<file path="src/rtl/pmd_map.vh">
// register offsets, field positions, reset values and timing counts
// for the peripheral module disable controller; definitions only
`ifndef PMD_MAP_VH
`define PMD_MAP_VH

// register byte offsets on the register port
`define PMD_OFF_CTRL0    16'h010c
`define PMD_OFF_CTRL1    16'h010d
`define PMD_OFF_READY0   16'h0111
`define PMD_OFF_READY1   16'h0112
`define PMD_OFF_BLOCKED  16'h0113

// reset values
`define PMD_CTRL_RESET   8'h00
`define PMD_ZERO_BYTE    8'h00

// module_disable_ctrl_0 bit positions
`define PMD_B_TIMER_ZERO     7
`define PMD_B_CLOCK_REF      6
`define PMD_B_PIN_CHANGE     5
`define PMD_B_ACTIVE_TUNING  4
`define PMD_B_CLOCK_NET      3
`define PMD_B_MEM_SCANNER    2
`define PMD_B_CHECKSUM       1
`define PMD_B_NVM_ACCESS     0

// module_disable_ctrl_1 bit positions (vector index minus 8)
`define PMD_B_PULSE_MOD_ONE  7
`define PMD_B_CAPCMP_TWO     6
`define PMD_B_CAPCMP_ONE     5
`define PMD_B_TIMER_SIX      4
`define PMD_B_TIMER_FOUR     3
`define PMD_B_TIMER_TWO      2
`define PMD_B_TIMER_THREE    1
`define PMD_B_TIMER_ONE      0

// blocked-access status bit positions
`define PMD_B_BLK_WRITE      0
`define PMD_B_BLK_READ       1

// settle time after re-enable, in instruction cycles
`define PMD_CLKS_PER_INSTR   4
`define PMD_SETTLE_INSTR     2
`define PMD_SETTLE_CYC       (`PMD_SETTLE_INSTR * `PMD_CLKS_PER_INSTR)

`endif

</file>
<file path="src/rtl/pmd_chan.v">
// one peripheral channel: reset hold, settle wait and output gating
// assumes off comes from a flop in clk domain and ce gates all state
`timescale 1ns/1ps
module pmd_chan #(
  parameter SETTLE_CYC = 8,
  parameter CNT_W      = 4
)(
  input  wire clk,        // system clock
  input  wire reset_n,    // async reset, active low
  input  wire ce,         // clock enable
  input  wire off,        // disable bit of this peripheral
  input  wire out_raw,    // raw output of the peripheral
  output reg  chan_rst_n, // peripheral reset, active low
  output reg  chan_ready, // peripheral enabled and settled
  output reg  chan_out    // gated peripheral output
);

  localparam [2:0] ST_ON     = 3'b001;
  localparam [2:0] ST_OFF    = 3'b010;
  localparam [2:0] ST_SETTLE = 3'b100;
  localparam [31:0]      LAST_W   = SETTLE_CYC - 1;
  localparam [CNT_W-1:0] CNT_LAST = LAST_W[CNT_W-1:0];
  localparam [CNT_W-1:0] CNT_ONE  = {{(CNT_W-1){1'b0}}, 1'b1};

  reg [2:0]       state;
  reg [2:0]       next_state;
  reg [CNT_W-1:0] cnt;
  reg [CNT_W-1:0] next_cnt;

  always @*
  begin
    next_state = state;
    next_cnt   = cnt;
    case (state)
      ST_ON:
      begin
        if (off)
          next_state = ST_OFF;
      end
      ST_OFF:
      begin
        next_cnt = {CNT_W{1'b0}};
        if (!off)
          next_state = ST_SETTLE;
      end
      ST_SETTLE:
      begin
        if (off)
          next_state = ST_OFF;
        else if (cnt == CNT_LAST)
          next_state = ST_ON;
        else
          next_cnt = cnt + CNT_ONE;
      end
      default:
        next_state = ST_OFF;
    endcase
  end

  // release out of reset leaves the peripheral at its power-on values
  always @(posedge clk or negedge reset_n)
  begin
    if (!reset_n)
    begin
      state      <= ST_ON;
      cnt        <= {CNT_W{1'b0}};
      chan_rst_n <= 1'b0;
      chan_ready <= 1'b0;
      chan_out   <= 1'b0;
    end
    else if (ce)
    begin
      state      <= next_state;
      cnt        <= next_cnt;
      chan_rst_n <= (next_state != ST_OFF);
      chan_ready <= (next_state == ST_ON);
      chan_out   <= out_raw & ~off & (state != ST_OFF);
    end
  end

endmodule

</file>
<file path="src/rtl/pmd_ctrl.v">
// peripheral module disable controller: two disable registers, per
// peripheral reset hold, special-function register gating and output
// gating; assumes the system address decode drives sfr_hit one-hot
// and the owning peripheral drives sfr_rdata in the strobe cycle
//
// Implementation choice: strobed register access.
`timescale 1ns/1ps
`include "pmd_map.vh"
module pmd_ctrl #(
  parameter ADDR_W     = 16,
  parameter N_PERIPH   = 16,
  parameter SETTLE_CYC = `PMD_SETTLE_CYC,
  parameter CNT_W      = 4
)(
  input  wire                clk,            // system clock
  input  wire                reset_n,        // async reset, active low
  input  wire                ce,             // clock enable
  input  wire [ADDR_W-1:0]   addr,           // register port address
  input  wire [7:0]          wdata,          // register port write data
  input  wire                wr,             // write strobe
  input  wire                rd,             // read strobe
  output reg  [7:0]          rdata,          // read data, cycle after rd
  input  wire [N_PERIPH-1:0] sfr_hit,        // owner of addressed sfr
  input  wire [7:0]          sfr_rdata,      // owner read data
  output reg  [N_PERIPH-1:0] sfr_wr,         // gated sfr write strobes
  output reg  [N_PERIPH-1:0] sfr_rd,         // gated sfr read strobes
  output reg  [ADDR_W-1:0]   sfr_addr,       // sfr address, delayed
  output reg  [7:0]          sfr_wdata,      // sfr write data, delayed
  input  wire [N_PERIPH-1:0] periph_out_raw, // raw peripheral outputs
  output wire [N_PERIPH-1:0] periph_out,     // gated peripheral outputs
  output wire [N_PERIPH-1:0] periph_rst_n,   // peripheral resets
  output wire [N_PERIPH-1:0] periph_ready,   // enabled and settled
  output reg                 periph_system_clock_freq_en, // full-rate clock enable
  input  wire                nvm_rd_req,     // memory read request
  input  wire                nvm_wr_req,     // memory write request
  output reg                 nvm_rd_go,      // gated memory read
  output reg                 nvm_wr_go       // gated memory write
);

  reg  [7:0]          module_disable_ctrl_0;
  reg  [7:0]          module_disable_ctrl_1;
  reg  [1:0]          blocked;
  wire [15:0]         module_disable_ctrl_n;
  wire                own_sel;
  wire                sfr_open;
  wire                sfr_shut;
  reg  [7:0]          next_rdata;
  reg  [1:0]          next_blocked;

  function is_reg;
    input [ADDR_W-1:0] a;
    input [15:0]       off;
    begin
      is_reg = (a == off[ADDR_W-1:0]);
    end
  endfunction

  // index 0..7 is control 0, index 8..15 is control 1
  assign module_disable_ctrl_n = {module_disable_ctrl_1,
                                  module_disable_ctrl_0};

  assign own_sel = is_reg(addr, `PMD_OFF_CTRL0) |
                   is_reg(addr, `PMD_OFF_CTRL1) |
                   is_reg(addr, `PMD_OFF_READY0) |
                   is_reg(addr, `PMD_OFF_READY1) |
                   is_reg(addr, `PMD_OFF_BLOCKED);

  // an sfr access passes only when its owner is enabled and settled
  assign sfr_open = ~own_sel & |(sfr_hit & periph_ready);
  assign sfr_shut = ~own_sel & |sfr_hit & ~sfr_open;

  // disable registers are never gated by the channels they steer
  always @(posedge clk or negedge reset_n)
  begin
    if (!reset_n)
    begin
      module_disable_ctrl_0 <= `PMD_CTRL_RESET;
      module_disable_ctrl_1 <= `PMD_CTRL_RESET;
    end
    else if (ce && wr)
    begin
      if (is_reg(addr, `PMD_OFF_CTRL0))
        module_disable_ctrl_0 <= wdata;
      if (is_reg(addr, `PMD_OFF_CTRL1))
        module_disable_ctrl_1 <= wdata;
    end
  end

  // sticky record of accesses refused by a peripheral not enabled and settled;
  // write one to clear, a new refusal in the same cycle wins
  always @*
  begin
    next_blocked = blocked;
    if (wr && is_reg(addr, `PMD_OFF_BLOCKED))
      next_blocked = blocked & ~wdata[1:0];
    if (wr && sfr_shut)
      next_blocked[`PMD_B_BLK_WRITE] = 1'b1;
    if (rd && sfr_shut)
      next_blocked[`PMD_B_BLK_READ] = 1'b1;
  end

  always @(posedge clk or negedge reset_n)
  begin
    if (!reset_n)
      blocked <= 2'h0;
    else if (ce)
      blocked <= next_blocked;
  end

  // read path: own registers first, then the owning peripheral
  always @*
  begin
    next_rdata = `PMD_ZERO_BYTE;
    if (is_reg(addr, `PMD_OFF_CTRL0))
      next_rdata = module_disable_ctrl_0;
    else if (is_reg(addr, `PMD_OFF_CTRL1))
      next_rdata = module_disable_ctrl_1;
    else if (is_reg(addr, `PMD_OFF_READY0))
      next_rdata = periph_ready[7:0];
    else if (is_reg(addr, `PMD_OFF_READY1))
      next_rdata = periph_ready[15:8];
    else if (is_reg(addr, `PMD_OFF_BLOCKED))
      next_rdata = {6'h00, blocked};
    else if (sfr_open)
      next_rdata = sfr_rdata;
    else
      next_rdata = `PMD_ZERO_BYTE;
  end

  always @(posedge clk or negedge reset_n)
  begin
    if (!reset_n)
      rdata <= `PMD_ZERO_BYTE;
    else if (ce)
    begin
      if (rd)
        rdata <= next_rdata;
      else
        rdata <= `PMD_ZERO_BYTE;
    end
  end

  // forwarded sfr strobes lag the port by one cycle; the trade keeps
  // every output on a flop at the cost of one cycle of write latency
  always @(posedge clk or negedge reset_n)
  begin
    if (!reset_n)
    begin
      sfr_wr    <= {N_PERIPH{1'b0}};
      sfr_rd    <= {N_PERIPH{1'b0}};
      sfr_addr  <= {ADDR_W{1'b0}};
      sfr_wdata <= `PMD_ZERO_BYTE;
    end
    else if (ce)
    begin
      sfr_addr  <= addr;
      sfr_wdata <= wdata;
      if (wr && !own_sel)
        sfr_wr <= sfr_hit & periph_ready;
      else
        sfr_wr <= {N_PERIPH{1'b0}};
      if (rd && !own_sel)
        sfr_rd <= sfr_hit & periph_ready;
      else
        sfr_rd <= {N_PERIPH{1'b0}};
    end
  end

  // quarter-rate clocked peripherals do not use this enable
  always @(posedge clk or negedge reset_n)
  begin
    if (!reset_n)
    begin
      periph_system_clock_freq_en <= 1'b0;
      nvm_rd_go      <= 1'b0;
      nvm_wr_go      <= 1'b0;
    end
    else if (ce)
    begin
      periph_system_clock_freq_en <= ~module_disable_ctrl_0[`PMD_B_CLOCK_NET];
      nvm_rd_go <= nvm_rd_req &
                   ~module_disable_ctrl_0[`PMD_B_NVM_ACCESS];
      nvm_wr_go <= nvm_wr_req &
                   ~module_disable_ctrl_0[`PMD_B_NVM_ACCESS];
    end
  end

  // the settle wait also shields software that skips the pause
  genvar g;
  generate
    for (g = 0; g < N_PERIPH; g = g + 1)
    begin : chan
      pmd_chan #(
        .SETTLE_CYC (SETTLE_CYC),
        .CNT_W      (CNT_W)
      ) u_chan (
        .clk        (clk),
        .reset_n    (reset_n),
        .ce         (ce),
        .off        (module_disable_ctrl_n[g]),
        .out_raw    (periph_out_raw[g]),
        .chan_rst_n (periph_rst_n[g]),
        .chan_ready (periph_ready[g]),
        .chan_out   (periph_out[g])
      );
    end
  endgenerate

endmodule

</file>
<file path="config.mk">
export PLATFORM = sky130hd
export DESIGN_NAME = pmd_ctrl
export DESIGN_NICKNAME = d
export VERILOG_FILES = /design/src/rtl/pmd_chan.v /design/src/rtl/pmd_ctrl.v
export VERILOG_INCLUDE_DIRS = /design/src /design/src/rtl
export SDC_FILE = /design/constraint.sdc
export NUM_CORES = 1
export LEC_CHECK = 0
export BUFFER_PORTS_ARGS = -buffer_cell sky130_fd_sc_hd__buf_4
export CAP_MARGIN = 20
export CORE_MARGIN = 8
export CORE_UTILIZATION = 52
export CTS_CLUSTER_SIZE = 30
export DETAILED_ROUTE_END_ITERATION = 16
export PLACE_DENSITY = 0.8
export SLEW_MARGIN = 30
export SYNTH_ARGS = -nofsm -noshare
export SYNTH_HDL_FRONTEND = slang
export SYNTH_SLANG_ARGS = --single-unit
</file>
<file path="constraint.sdc">
create_clock -name clk -period 1.7 [get_ports clk]
set_input_delay 0 -clock clk [delete_from_list [all_inputs] [get_ports clk]]
set_output_delay 0 -clock clk [all_outputs]
set_load 0.01 [all_outputs]
</file>
After elaboration in Yosys (flattened, before gate mapping)
Index checks and enable logic that the tools add are counted.

Eq/ne operators: 149. Reduce and logical (&&, ||, !) cells: 47. Multipliers: 0. Bitwise gates (word level): 62. Shifts and indexed selects: 0. Order comparisons: 0. $add $sub $neg: 16. Muxes and demuxes: 140. Divide/modulo/power cells: 0.

Operator list (count): 3-bit 2-to-1 mux (64); 3-bit one-hot mux with 3 select lines (16); 4-bit 2-to-1 mux (32); 4-bit one-hot mux with 2 select lines (16); 3-bit by 1-bit equality test with 1-bit output, second input constant (32); 3-bit by 2-bit != test with 1-bit output, second input constant (32); 16-bit by 9-bit equality test with 1-bit output, second input constant (5); 4-bit by 1-bit adder with 4-bit output, second input constant (16); 4-bit by 3-bit equality test with 1-bit output, second input constant (16); 2-bit != test, second input constant (32); 4-bit AND reduction (16); 8-bit 2-to-1 mux (7); 3-bit by 2-bit equality test with 1-bit output, second input constant (16); 3-bit equality test, second input constant (16); 1-bit AND (37); 2-bit nonzero test (18); 16-bit 2-to-1 mux (2); 16-bit OR reduction (2); 1-bit inverter (18); 16-bit AND (1); 2-bit AND reduction (4); 1-bit logical AND (6); 1-bit OR (4); 2-bit AND (1); other kinds (4) (5).

Bits in latches: 0. Flip-flop bits (word level): 245. ROM bits: 0. Bits of input ports: 71. Output and inout port bits: 115. Memories: 0. Memory bits (writable): 0.

Depth between registers and ports, before layout
Depth after elaboration: 14. Mapped depth: 7.

By module
From an unflattened synthesis, not the netlist that was laid out.

Cell total of the unflattened synthesis: 1397. Area, all modules: 14009.7 um2.

Modules (own cells, without submodules): pmd_chan (chan[0].u_chan ...) (cells an instance 65, area an instance 638.1 um2, times used 14); pmd_ctrl (cells an instance 365, area an instance 3912.5 um2, times used 1); pmd_chan (chan[8].u_chan ...) (cells an instance 61, area an instance 581.8 um2, times used 2).

Least setup slack after synthesis
OpenSTA, ideal clock, no wires.

Path kind: register to register. Start: register chan[3].u_chan.cnt[0]. End: register chan[3].u_chan.cnt[3]. Setup slack: -0.141 ns. Cell stages (with the launch flop): 7. Path buffers: 0. Required time: 1.613 ns. Library setup time: 0.087 ns. Arrival: 1.754 ns. Cells stage by stage: dfrtp_1 > ha_1 > and3b_1 > nor4b_1 > o21ai_1 > or3_1 > a22oi_1.

Cells in the longest elaborated chain, start to end: 4. Elaborated cells between the ends (all ways): 7.

RTL lines: start: declaration (RTL line pmd_chan.v:27) `reg [CNT_W-1:0] cnt;`; start signal: assignment (RTL line pmd_chan.v:66) `cnt <= {CNT_W{1'b0}};`; start signal: assignment (RTL line pmd_chan.v:74) `cnt <= next_cnt;`; 4-bit by 1-bit adder with 4-bit output (RTL line pmd_chan.v:53) `next_cnt = cnt + CNT_ONE;`; 4-bit 2-to-1 mux (RTL line pmd_chan.v:50) `else if (cnt == CNT_LAST)`; 4-bit 2-to-1 mux (RTL line pmd_chan.v:48) `if (off)`; 4-bit one-hot mux with 2 select lines (RTL line pmd_chan.v:34) `case (state)`.

Parallel ways exist; a longest one is shown, timed or not. The select of a mux whose other input is x is not followed. A chain may end at the register's enable or synchronous reset.

Final worst setup path
Start: register chan[3].u_chan.cnt[1]. End: register chan[3].u_chan.cnt[3].

Same word-level chain as after synthesis.

==> results.toml <==
[logic_synthesis]
syn_inst_count = 1282
synth_async_sr_flop_share_pct = 100.0
synth_most_common_cell = "dfrtp_1"
post_synth_edffs = 0
synth_top_flop_cell = "dfrtp_1"
yosys.area.top_type = "dfrtp_1"
synth.yosys.warnings = 0
netlist_top_cells_area = "dfrtp_1 (45%), o2bb2ai_1 (4.1%), mux2_2 (3.5%)"
post_synthesis_average_cell_area_um2 = 9.932
synth-seq-cells = 245
yosys.area.top_type_share_pct = 45.01
synth_sequential_area_ratio_pct = 48.31
syn-cell-area_mm2 = 0.01273
synth_fp_nets = 1369
netlist-cell-type-count = 77
synth.cells.most_frequent = "dfrtp_1 (229), nand2_1 (114), o21ai_0 (88), nor2_1 (85), o2bb2ai_1 (59)"

[power_and_ir_drop]
power.ir.vdd_worst_v = 0.0007765
leakagePower_uw = 0.007446
powerDensity_mw_per_mm2 = 1170

[grt]
antenna_found_initial = 3
grt_util_all_layers_pct = 26.05
overflow = 0
first_pass_grt_wire_length_um = 61450
first_global_vias = 11390
pin_count_of_the_biggest_net_entering_global_routing = 75

[setup_path]
cp_max_fo = 2
critical_path_class = "register to register"
end_kind = "register"
critical_path_arrival_ps = 2220
worstPathBufferInverterCount = 0
timing.critical_path.slowest_cell_delay_ps = 400
crit_path_cell_trace = "ha_2 > and3b_2 > nor4b_4 > o21ai_2 > or3_4 > a22oi_2"
cp_data_required_time_ps = 2130
slowest_stage_cell_crit_path = "dfrtp_1"
kind_of_cell_adding_the_most_delay_to_the_critical_path = "simple AND/OR/NAND/NOR gates"
worst_setup_path_start_kind = "register"

[floorplan]
floorplan.initialDensity_pct = 52.66
die_height_um = 172.5
die-width_um = 172.5
pin_count = 186
die_area_mm2 = 0.02975
placeableCoreArea_mm2 = 0.02418
std_cell_rows = 57

[route]
drt-vias-per-instance = 6.028
wl_per_cell_um = 20.61
drc = 0
wirelength_um = 39630
num_vias = 11590
drt_iter0_markers = 1202
detail-route-antenna-nets = 0
drtPass1Iterations = 6

[min_path]
min-delay-path-class = "primary input to asynchronous set/reset pin"

[sta]
finalWorstPathRequiredPeriod_ps = 1784
grt_setup_unrepaired = "yes"
timing.final.hold_violations = 0
worst_pin_slew_ps = 738.1
finalMaxSlewViolations = 0
final-setup-viol-count = 8
timing.max_slew.rel_slack_pct = 50.63
tns_ps = -188.8
finalCritPeriodShare_pct = 104.9
fmax_ghz = 0.5605
finalClockSkew_ps = 29.35
final_worst_path_setup_slack_ps = -84.09

[finish]
drive_above_1_share_pct = 29.76
finalNetCount = 1662
area.growth.synth_to_final_pct = 31.25
final_core_util_pct = 69.12

[outcome]
status = "complete, but fails checks"
violations = "setup timing"

[place]
detailed_place_hpwl_um = 26360
gp_congestion = 0.9045
io_buffer_count = 185

[clock_network]
num_cts_buffers = 27
cts.root.buffer_cell = "clkbuf_16"
cts.path.max_buffers = 3
cts_tree = "yes"
clock_sinks = 245
clk-insertion-delay-late_ps = 540
cts.reportedPaths.clkPinSlew_ps = 60
cts_max_level = 1

[job]
drv_cap = 0
## logic make-up (layout without fill, tap and decap cells)
kind of cell | after synthesis | after routing | synth area share, %
AO/OA/AOI/OAI | 353 | 353 | 19.48
adder cells (fa/ha/maj) | 16 | 16 | 1.572
other | 0 | 3 | 0
flip-flops | 245 | 245 | 48.31
buffers and inverters | 171 | 485 | 6.928
AND/OR/NAND/NOR | 427 | 427 | 18.02
XOR/XNOR | 21 | 21 | 1.445
multiplexers | 49 | 49 | 4.245
## stage by stage
stage | cell area, um2 | instances | setup slack (ps) | power (uW) | hold WS (ps)
3_3_place_gp | 14820 | 1778 | -30.40 | 13070 | -40.39
6_report | 16710 | 1923 | -84.09 | 19550 | 88.82
5_1_grt | 16710 | 1923 | -110.7 | 20620 | 84.96
4_1_cts | 16460 | 1904 | 4.403 | 19280 | 70.22
2_1_floorplan | 12760 | 1282 | -20.54 | 11520 | -295.6
3_5_place_dp | 14820 | 1778 | -102.0 | 13370 | -37.48
## power by group
group	switching [uW]	total (uW)	internal [uW]	leakage [uW]
sequential	1120	7970	6850	0.00314
combinational	3010	5850	2830	0.00388
clock	2390	5740	3350	0.000429
total	6520	19600	13000	0.00745
## sequential cells by signal, summed over array words and instances (netlist names), 8 cells and up
| name | count |
|---|---|
| chan.u_chan.cnt | 64 |
| chan.u_chan.state | 48 |
| chan.u_chan.chan_out | 16 |
| chan.u_chan.chan_ready | 16 |
| chan.u_chan.chan_rst_n | 16 |
| sfr_addr | 16 |
| sfr_rd | 16 |
| sfr_wr | 16 |
| module_disable_ctrl_0 | 8 |
| module_disable_ctrl_1 | 8 |
| rdata | 8 |
| sfr_wdata | 8 |
## worst paths after layout
check                                        from                       to  slack, ps  cells after the start
hold reg to reg            chan[10].u_chan.cnt[3]   chan[10].u_chan.cnt[3]        470                      1
min in group clk                       nvm_rd_req                nvm_rd_go        240                      3
setup / recovery            chan[3].u_chan.cnt[1]    chan[3].u_chan.cnt[3]        -80                      6
setup reg to reg            chan[3].u_chan.cnt[1]    chan[3].u_chan.cnt[3]        -80                      6
hold / removal                            reset_n  chan[4].u_chan.state[0]         90                      2
max in group asynchronous                 reset_n             sfr_addr[12]        450                      3
## final cells by class
| cell class | count | area (um2) |
|---|---|---|
| diodes | 3 | 7.507 |
| clock buffers | 42 | 792.0 |
| clock inverters | 8 | 72.57 |
| fillers | 1710 | 7466 |
| inverters | 43 | 163.9 |
| multi-input cells | 866 | 5856 |
| flip-flops and latches | 245 | 6152 |
| well taps | 324 | 405.4 |
| repair buffers | 392 | 3262 |
## per-layer routing
| metal | GRT usage (%) | part of all wire, % | vias up |
|---|---|---|---|
| li1 | - | - | 5250 |
| met4 | 12.11 | 5.0 | 0 |
| met5 | 0 | 0 | - |
| met3 | 5.000 | 7.4 | 130 |
| met2 | 44.22 | 49 | 521 |
| met1 | 31.63 | 38 | 5690 |
## placed cells by master, fill, tap and decap left out, drive strengths merged, types with 6 or more instances in the layout
| cell type | instances |
|---|---|
| inv | 45 |
| mux2i | 9 |
| nand3b | 27 |
| dfrtp | 229 |
| a21oi | 58 |
| o32ai | 11 |
| or3 | 7 |
| nand2 | 114 |
| nor2 | 86 |
| nor2b | 14 |
| nor3 | 34 |
| xnor2 | 11 |
| clkbuf | 42 |
| a31oi | 19 |
| nand4 | 15 |
| o22a | 12 |
| nand3 | 41 |
| mux2 | 40 |
| and2 | 6 |
| dlygate4sd3 | 73 |
| o41ai | 13 |
| xor2 | 10 |
| ha | 16 |
| nand2b | 24 |
| a22o | 10 |
| a32o | 14 |
| buf | 319 |
| o2bb2ai | 59 |
| dfstp | 16 |
| nor3b | 23 |
| o21ai | 90 |
| o31ai | 27 |
| o221ai | 7 |
| nor4 | 13 |
## what timing repair did
item	4_1_cts	5_1_grt
resized for setup	5	34
pin swaps	2	11
hold endpoints to repair	344	0
buffers inserted	2	16
setup endpoints to repair	12	59
hold buffers	74	0
Power figures use the tool's default switching activity.
